$ cat src/rtl/etimer_defs.svh
// Register offsets, field positions and reset values of the timer channel.
// Assumes inclusion by bare name from the package and the design modules.
`ifndef ETIMER_DEFS_SVH
`define ETIMER_DEFS_SVH
`define OFF_CTRL_A 8'h00
`define OFF_CTRL_B 8'h04
`define OFF_CNT_LO 8'h08
`define OFF_CNT_HI 8'h0C
`define OFF_CMPA_LO 8'h10
`define OFF_CMPA_HI 8'h14
`define OFF_CMPB_LO 8'h18
`define OFF_CMPB_HI 8'h1C
`define OFF_CTRL_T 8'h20
`define MODE_HI 7
`define MODE_LO 6
`define PINF_HI 5
`define PINF_LO 4
`define LEVEL_BIT 3
`define INV_BIT 2
`define ALIGN_HI 1
`define ALIGN_LO 0
`define TON_BIT 0
`define CLR_SEL_BIT 1
`define REG_RESET 8'h00
`define CNT_WIDTH 10
`define CNT_MAX 10'h3FF
`define PIN_COUNT 3
`define SYNC_DEPTH 3
`endif

$ cat src/rtl/etimer_pkg.sv
// Types shared by the timer channel modules.
// Assumes the definitions header sits beside it.
`include "etimer_defs.svh"
package etimer_pkg;
	typedef enum logic [1:0] {
		MODE_COMPARE = 2'h0,
		MODE_CAPTURE = 2'h1,
		MODE_PWM = 2'h2,
		MODE_TIMER = 2'h3
	} chan_mode_t;
	typedef logic [`CNT_WIDTH-1:0] count_t;
endpackage : etimer_pkg
$ cat src/rtl/chan_cfg_if.sv
// Interface carrying channel B settings and counter state to the pin logic.
// Assumes one clock shared by both ends.
interface chan_cfg_if;
	import etimer_pkg::*;
	chan_mode_t mode;
	logic [1:0] pin_function;
	logic level;
	logic invert;
	logic [1:0] align;
	logic timer_on;
	logic on_rise;
	logic count_up;
	logic match_b;
	logic at_zero;
	modport ctrl (output mode, pin_function, level, invert, align, timer_on,
		on_rise, count_up, match_b, at_zero);
	modport pins (input mode, pin_function, level, invert, align, timer_on,
		on_rise, count_up, match_b, at_zero);
endinterface : chan_cfg_if

$ cat src/rtl/chan_b_pins.sv
// Channel B pin logic: compare output, PWM, single pulse and capture edges.
// Assumes synchronised pin inputs and settings from the register block.
`include "etimer_defs.svh"
module chan_b_pins
	import etimer_pkg::*;
(
	input wire logic clk,
	input wire logic rst_n,
	chan_cfg_if.pins cfg,
	input wire logic [`PIN_COUNT-1:0] pin_in,
	output logic [`PIN_COUNT-1:0] pin_out,
	output logic capture_evt
);
	logic level_r;
	logic pulse_done_r;
	logic [`PIN_COUNT-1:0] prev_r;
	logic active;
	logic match_ok;

	// Match qualified by centre-alignment direction.
	always_comb
	begin
		unique case (cfg.align)
			2'h0: match_ok = cfg.match_b;
			2'h1: match_ok = cfg.match_b & cfg.count_up;
			2'h2: match_ok = cfg.match_b & ~cfg.count_up;
			2'h3: match_ok = cfg.match_b;
		endcase
	end

	// PWM active while counter is below the compare value for function 2; function 0 never, 1 always, 3 only before the first match.
	always_comb
	begin
		active = 1'b0;
		unique case (cfg.pin_function)
			2'h0: active = 1'b0;
			2'h1: active = 1'b1;
			2'h2: active = cfg.timer_on & ~level_r;
			2'h3: active = cfg.timer_on & ~level_r & ~pulse_done_r;
		endcase
	end

	always_ff @(posedge clk or negedge rst_n)
	begin
		if (!rst_n)
			pulse_done_r <= 1'b0;
		else if (cfg.on_rise)
			pulse_done_r <= 1'b0;
		else if (cfg.mode == MODE_PWM && match_ok)
			pulse_done_r <= 1'b1;
	end

	// Shared level: compare pin state or PWM phase marker.
	always_ff @(posedge clk or negedge rst_n)
	begin
		if (!rst_n)
			level_r <= 1'b0;
		else if (cfg.mode == MODE_COMPARE)
		begin
			if (cfg.on_rise)
				level_r <= cfg.level;
			else if (cfg.timer_on && match_ok)
			begin
				unique case (cfg.pin_function)
					2'h0: level_r <= level_r;
					2'h1: level_r <= 1'b0;
					2'h2: level_r <= 1'b1;
					2'h3: level_r <= ~level_r;
				endcase
			end
		end
		else if (cfg.mode == MODE_PWM)
		begin
			if (cfg.at_zero || cfg.on_rise)
				level_r <= 1'b0;
			else if (match_ok)
				level_r <= ~level_r;
		end
		else
			level_r <= 1'b0;
	end

	// One level drives all three pins together.
	always_ff @(posedge clk or negedge rst_n)
	begin
		if (!rst_n)
			pin_out <= '0;
		else
		begin
			unique case (cfg.mode)
				MODE_COMPARE: pin_out <= {`PIN_COUNT{level_r ^ cfg.invert}};
				MODE_PWM: pin_out <= {`PIN_COUNT{(active ~^ cfg.level) ^ cfg.invert}};
				MODE_CAPTURE: pin_out <= '0;
				MODE_TIMER: pin_out <= '0;
			endcase
		end
	end

	always_ff @(posedge clk or negedge rst_n)
	begin
		if (!rst_n)
			prev_r <= '0;
		else
			prev_r <= pin_in;
	end

	always_ff @(posedge clk or negedge rst_n)
	begin
		if (!rst_n)
			capture_evt <= 1'b0;
		else if (cfg.mode != MODE_CAPTURE || !cfg.timer_on)
			capture_evt <= 1'b0;
		else
		begin
			unique case (cfg.pin_function)
				2'h0: capture_evt <= |(pin_in & ~prev_r);
				2'h1: capture_evt <= |(~pin_in & prev_r);
				2'h2: capture_evt <= |(pin_in ^ prev_r);
				2'h3: capture_evt <= 1'b0;
			endcase
		end
	end
endmodule : chan_b_pins

$ cat src/rtl/etimer_chan_b.sv
// Timer channel B with registers on AHB-Lite and three channel B pins.
// Assumes pins arrive asynchronous and the bus shares clk.
//
// Local design decisions: register access over AHB-Lite and the register offsets.
`include "etimer_defs.svh"
module etimer_chan_b
	import etimer_pkg::*;
(
	input wire logic clk,
	input wire logic resetn,
	input wire logic hsel,
	input wire logic [31:0] haddr,
	input wire logic [1:0] htrans,
	input wire logic hwrite,
	input wire logic [2:0] hsize,
	input wire logic [31:0] hwdata,
	input wire logic hready,
	output logic [31:0] hrdata,
	output logic hreadyout,
	output logic hresp,
	input wire logic [`PIN_COUNT-1:0] chan_b_pin_in,
	output logic [`PIN_COUNT-1:0] chan_b_pin_out,
	output logic [`PIN_COUNT-1:0] chan_b_pin_oe,
	output chan_mode_t chan_a_mode_sel,
	output logic capture_seen
);
	import etimer_pkg::*;

	logic rst_sync1_r;
	logic rst_n;
	logic [7:0] ctrl_a_r;
	logic [7:0] ctrl_b_r;
	logic [7:0] ctrl_t_r;
	count_t cmp_a_r;
	count_t cmp_b_r;
	count_t count_r;
	count_t capt_r;
	logic dir_down_r;
	logic ton_prev_r;
	logic wr_pend_r;
	logic [7:0] wr_addr_r;
	logic [7:0] rd_data;
	logic [`PIN_COUNT-1:0] s1_r;
	logic [`PIN_COUNT-1:0] s2_r;
	logic [`PIN_COUNT-1:0] s3_r;
	logic [`PIN_COUNT-1:0] pin_stable_r;
	logic capture_evt;
	logic [`PIN_COUNT-1:0] pin_drive;
	logic ton;
	logic on_rise;
	logic a_match;
	chan_mode_t b_mode;
	chan_cfg_if cfg ();

	function automatic logic [7:0] hi_bits(input count_t v);
		hi_bits = {6'h00, v[`CNT_WIDTH-1:8]};
	endfunction : hi_bits

	always_ff @(posedge clk or negedge resetn)
	begin
		if (!resetn)
		begin
			rst_sync1_r <= 1'b0;
			rst_n <= 1'b0;
		end
		else
		begin
			rst_sync1_r <= 1'b1;
			rst_n <= rst_sync1_r;
		end
	end

	assign ton = ctrl_t_r[`TON_BIT];
	assign on_rise = ton & ~ton_prev_r;
	assign b_mode = chan_mode_t'(ctrl_b_r[`MODE_HI:`MODE_LO]);
	assign a_match = (count_r == cmp_a_r);

	// Bus slave: zero wait states; writes land at the data phase.
	always_ff @(posedge clk or negedge rst_n)
	begin
		if (!rst_n)
		begin
			wr_pend_r <= 1'b0;
			wr_addr_r <= 8'h00;
		end
		else if (hready)
		begin
			wr_pend_r <= hsel & htrans[1] & hwrite;
			wr_addr_r <= haddr[7:0];
		end
	end

	always_ff @(posedge clk or negedge rst_n)
	begin
		if (!rst_n)
		begin
			ctrl_a_r <= `REG_RESET;
			ctrl_b_r <= `REG_RESET;
			ctrl_t_r <= `REG_RESET;
			cmp_a_r <= '0;
			cmp_b_r <= '0;
		end
		else if (wr_pend_r)
		begin
			unique case (wr_addr_r)
				`OFF_CTRL_A: ctrl_a_r <= hwdata[7:0];
				`OFF_CTRL_B: ctrl_b_r <= hwdata[7:0];
				`OFF_CTRL_T: ctrl_t_r <= {6'h00, hwdata[1:0]};
				`OFF_CMPA_LO: cmp_a_r[7:0] <= hwdata[7:0];
				`OFF_CMPA_HI: cmp_a_r[`CNT_WIDTH-1:8] <= hwdata[1:0];
				`OFF_CMPB_LO: cmp_b_r[7:0] <= hwdata[7:0];
				`OFF_CMPB_HI: cmp_b_r[`CNT_WIDTH-1:8] <= hwdata[1:0];
				default: ;
			endcase
		end
	end

	always_comb
	begin
		unique case (haddr[7:0])
			`OFF_CTRL_A: rd_data = ctrl_a_r;
			`OFF_CTRL_B: rd_data = ctrl_b_r;
			`OFF_CTRL_T: rd_data = ctrl_t_r;
			`OFF_CNT_LO: rd_data = count_r[7:0];
			`OFF_CNT_HI: rd_data = hi_bits(count_r);
			`OFF_CMPA_LO: rd_data = cmp_a_r[7:0];
			`OFF_CMPA_HI: rd_data = hi_bits(cmp_a_r);
			`OFF_CMPB_LO: rd_data = (b_mode == MODE_CAPTURE) ? capt_r[7:0] : cmp_b_r[7:0];
			`OFF_CMPB_HI: rd_data = hi_bits((b_mode == MODE_CAPTURE) ? capt_r : cmp_b_r);
			default: rd_data = 8'h00;
		endcase
	end

	always_ff @(posedge clk or negedge rst_n)
	begin
		if (!rst_n)
			hrdata <= 32'h00000000;
		else if (hready && hsel && htrans[1] && !hwrite)
			hrdata <= {24'h000000, rd_data};
	end

	always_ff @(posedge clk or negedge rst_n)
	begin
		if (!rst_n)
		begin
			hreadyout <= 1'b1;
			hresp <= 1'b0;
		end
		else
		begin
			hreadyout <= 1'b1;
			hresp <= 1'b0;
		end
	end

	always_ff @(posedge clk or negedge rst_n)
	begin
		if (!rst_n)
			ton_prev_r <= 1'b0;
		else
			ton_prev_r <= ton;
	end

	// Counter: clears on enable rise, holds while off, up/down in centre mode.
	always_ff @(posedge clk or negedge rst_n)
	begin
		if (!rst_n)
		begin
			count_r <= '0;
			dir_down_r <= 1'b0;
		end
		else if (on_rise)
		begin
			count_r <= '0;
			dir_down_r <= 1'b0;
		end
		else if (ton)
		begin
			if (b_mode == MODE_PWM && ctrl_b_r[`ALIGN_HI:`ALIGN_LO] != 2'h0)
			begin
				if (!dir_down_r && count_r == `CNT_MAX - 10'h001)
					dir_down_r <= 1'b1;
				else if (dir_down_r && count_r == 10'h001)
					dir_down_r <= 1'b0;
				count_r <= dir_down_r ? count_r - 10'h001 : count_r + 10'h001;
			end
			else if (ctrl_t_r[`CLR_SEL_BIT] && a_match)
				count_r <= '0;
			else
				count_r <= count_r + 10'h001;
		end
	end

	always_ff @(posedge clk or negedge rst_n)
	begin
		if (!rst_n)
			capt_r <= '0;
		else if (capture_evt)
			capt_r <= count_r;
	end

	// Three-stage pin synchroniser; accept once stages two and three agree.
	always_ff @(posedge clk or negedge rst_n)
	begin
		if (!rst_n)
		begin
			s1_r <= '0;
			s2_r <= '0;
			s3_r <= '0;
			pin_stable_r <= '0;
		end
		else
		begin
			s1_r <= chan_b_pin_in;
			s2_r <= s1_r;
			s3_r <= s2_r;
			pin_stable_r <= pin_stable_r ^ ((s2_r ~^ s3_r) & (s3_r ^ pin_stable_r));
		end
	end

	assign cfg.mode = b_mode;
	assign cfg.pin_function = ctrl_b_r[`PINF_HI:`PINF_LO];
	assign cfg.level = ctrl_b_r[`LEVEL_BIT];
	assign cfg.invert = ctrl_b_r[`INV_BIT];
	assign cfg.align = ctrl_b_r[`ALIGN_HI:`ALIGN_LO];
	assign cfg.timer_on = ton;
	assign cfg.on_rise = on_rise;
	assign cfg.count_up = ~dir_down_r;
	assign cfg.match_b = ton & (count_r == cmp_b_r);
	assign cfg.at_zero = (count_r == '0);

	chan_b_pins u_pins (
		.clk(clk),
		.rst_n(rst_n),
		.cfg(cfg),
		.pin_in(pin_stable_r),
		.pin_out(pin_drive),
		.capture_evt(capture_evt)
	);

	always_ff @(posedge clk or negedge rst_n)
	begin
		if (!rst_n)
		begin
			chan_b_pin_out <= '0;
			chan_b_pin_oe <= '0;
			chan_a_mode_sel <= MODE_COMPARE;
			capture_seen <= 1'b0;
		end
		else
		begin
			chan_b_pin_out <= pin_drive;
			chan_b_pin_oe <= {`PIN_COUNT{b_mode == MODE_COMPARE || b_mode == MODE_PWM}};
			chan_a_mode_sel <= chan_mode_t'(ctrl_a_r[`MODE_HI:`MODE_LO]);
			capture_seen <= capture_evt;
		end
	end
endmodule : etimer_chan_b

$ cat config.mk
export PLATFORM = sky130hd
export DESIGN_NAME = etimer_chan_b
export DESIGN_NICKNAME = d
export VERILOG_FILES = /design/src/rtl/etimer_pkg.sv /design/src/rtl/chan_cfg_if.sv /design/src/rtl/chan_b_pins.sv /design/src/rtl/etimer_chan_b.sv
export VERILOG_INCLUDE_DIRS = /design/src /design/src/rtl
export SDC_FILE = /design/constraint.sdc
export NUM_CORES = 1
export LEC_CHECK = 0
export ABC_AREA = 1
export BUFFER_PORTS_ARGS = -buffer_cell sky130_fd_sc_hd__buf_2
export CAP_MARGIN = 0
export CORE_UTILIZATION = 50
export CTS_CLUSTER_DIAMETER = 80
export DETAILED_ROUTE_END_ITERATION = 7
export PLACE_DENSITY = 0.85
export SKIP_CTS_REPAIR_TIMING = 1
export SYNTH_ARGS = -nofsm -noshare
export SYNTH_HDL_FRONTEND = slang
export SYNTH_SLANG_ARGS = --single-unit
$ cat constraint.sdc
create_clock -name clk -period 3.5 [get_ports clk]
set_input_delay 0.875 -clock clk [delete_from_list [all_inputs] [get_ports clk]]
set_output_delay 0.875 -clock clk [all_outputs]
set_load 0.02 [all_outputs]
==> metrics.yaml <==
outcome:
  status: "finished clean"
critical_path:
  crit_type: "input port to flop"
  r2r-start: "count_r[0]"
  cp.required_ns: 3.72
  cp_max_fo: 18
  worstPathCellList: "buf_2 > nand3_1 > nor2_1 > inv_1 > nand2_1 > nand2_1"
  worst_r2r_path_depth: 7
  path_buf_inv: 2
  endpoint_kind: "flop"
  cpLargestDelayFamily: "simple AND/OR/NAND/NOR gates"
  timing.critical_path.mode_cell: "nand2_1"
  max_stage_delay_ns: 0.52
  cp.arrival_ns: 2.30
  timing.rr.end: "count_r[6]"
  worst_setup_path_start_kind: "input port"
  r2r_slack_ns: 1.55
  cp_slowest_cell: "nor2_1"
timing:
  finalCritPeriodShare_pct: 59.31
  max_freq_mhz: 481.7
  relSlewSlack_pct: 52.31
  hold_viol: 0
  rsz0062_at_grt: "false"
  report.final.slew_viol_count: 0
  clock_skew_ns: 0.008874
  setup-tns-final_ns: 0
  setup_viol: 0
  finalCriticalPeriod_ns: 2.076
  tightest_slew_ns: 0.7153
  hold_ws_ns: 0.2936
synthesis:
  post_synth_num_cell_types: 43
  yosysSeqAreaShare_pct: 44.20
  yosys-mux-area-fraction_pct: 0
  synthCells: 771
  synth-simple-area-share_pct: 29.67
  yosysWarnings: 0
  synth_compound_area_share_pct: 10.34
  netlist_area_um2: 5832
  synth_top_family_by_area: "simple AND/OR/NAND/NOR gates"
  ys_ff_latch: 103
  synthAdderAreaFrac_pct: 3.304
  synth_edf_count: 0
  synth_ff_type: "dfrtp_1"
  synth-xor-area-share_pct: 0.4505
  synth.avg_cell_area_um2: 7.564
  postSynth.asyncResetShare_pct: 100.0
layout:
  area_growth_pct: 7.659
  drive_gt1_share_pct: 11.18
  final_cell_mix: "nand2_1, dfrtp_1, inv_1"
  finalInstanceArea_um2: 6279
  diodes: 0
  nNetsFinal: 891
  final_common_cell: "nand2_1"
die:
  fp.dieW_um: 110
  dieArea_um2: 12100
  core_area_um2: 11370
  fp.dieH_um: 110
  std_cell_rows: 39
  start_util_pct: 51.29
  io_pins: 120
routing:
  drc: 0
  ant_nets: 0
  drt_iter0_drc: 424
  avgRoutedWirePerCell_um: 14.70
  viasPerCell: 5.368
  totalWireLength_um: 13940
  firstDrtPassIters: 5
  via_count: 5089
global_route:
  grt_max_degree: 56
  antenna_found_initial: 0
  grt_pass1_wl_um: 23340
  track_usage_pct: 25.46
  grt-ovfl-total: 0
  grt_pass1_vias: 4812
hold_path:
  hold_class: "input port to asynchronous set/reset pin"
place:
  dpl_cell_area_um2: 5991
  gp_congestion: 0.9580
  io_buffers: 41
  post-dp-hpwl_um: 10190
power_and_ir_drop:
  power_frac_clock_pct: 31.6
  p_sw_w: 0.001091
  p_leak_nw: 3.441
  swShare_pct: 34.72
  p_per_area_nw_per_um2: 500.7
  p_int_w: 0.002052
  p_total_w: 0.003143
  ir_drop_v: 0.0003865
  p_comb_share_pct: 21.2
  seqPwrFrac_pct: 47.2
cts:
  cts-root-buf: "clkbuf_16"
  tritoncts: "built"
  cts.sinks: 103
  htree_levels: 3
  numCtsBuffers: 9
  worstSkewPairLatency_ns: 0.35
  cts_buffer_depth: 2
  clk_pin_slew_worst_paths_ns: 0.07
run:
  cap_violations: 0
## final cells by class
cell class              count  area (um2)
clock inverters             5       58.81
flip-flops and latches    103        2581
repair buffers             46       242.7
clock buffers              10       229.0
well taps                 143       178.9
inverters                  89       334.1
fillers                  1046        5091
multi-input cells         552        2654
## power groups by stage
stage                     registers (W)  clock network, W  logic (W)
after floorplan                 0.00140                 0   0.000594
after global placement          0.00150                 0   0.000642
after detailed placement        0.00150                 0   0.000656
after CTS                       0.00148           0.00100   0.000663
after global routing            0.00150           0.00104   0.000773
final                           0.00148          0.000993   0.000667
## cells by family after synthesis
| kind of cell | after synthesis |
|---|---|
| compound gates | 106 |
| xor+xnor | 3 |
| fa+ha+maj | 16 |
| buf+inv | 141 |
| flops | 103 |
| other cells | 2 |
| simple gates | 400 |
## how the worst max path moves through the flow
| stage | cells after the start | startpoint | end |
|---|---|---|---|
| 2_1_floorplan | 0 | rst_n | asynchronous set/reset pin |
| 3_3_place_gp | 6 | hready | hrdata[2] |
| 3_5_place_dp | 6 | hready | hrdata[7] |
| 4_1_cts | 6 | hready | hrdata[2] |
| 5_1_grt | 6 | hready | hrdata[2] |
| 6_report | 6 | hready | hrdata[2] |
## layer usage
metal	vias to the layer above	GRT usage [%]	wire, um
met5	-	0	0
met4	0	11.24	395
met3	28	4.821	1005
met2	215	40.04	6473
met1	2383	34.28	6061
li1	2463	-	-
## sequential cells by signal, summed over array words and instances (netlist names), 8 cells and up, named ones only
| signal | count |
|---|---|
| capt_r | 10 |
| cmp_a_r | 10 |
| cmp_b_r | 10 |
| count_r | 10 |
| ctrl_a_r | 8 |
| ctrl_b_r | 8 |
| hrdata | 8 |
| wr_addr_r | 8 |
## through the flow
step                      utilization [%]  cells  setup slack [ns]
after floorplan                         -    796            0.4183
final                               55.22    948             1.424
after detailed placement            52.69    933             1.109
after global placement              52.69    933             1.128
after global routing                55.22    948             1.305
after CTS                           55.22    948             1.456
## Yosys cell counts, drive strengths merged, types with 5 or more instances
library cell,count,area [um2]
a21oi,8,40.04
buf,46,336.6
clkbuf,6,23.77
dfrtp,103,2577
ha,13,162.7
inv,88,330.3
nand2,254,970.9
nand3,63,320.3
nand4,15,100.1
nor2,56,236.5
nor3,5,30.03
o21ai,82,451.7
o22ai,8,50.05
Power figures use the tool's default switching activity.
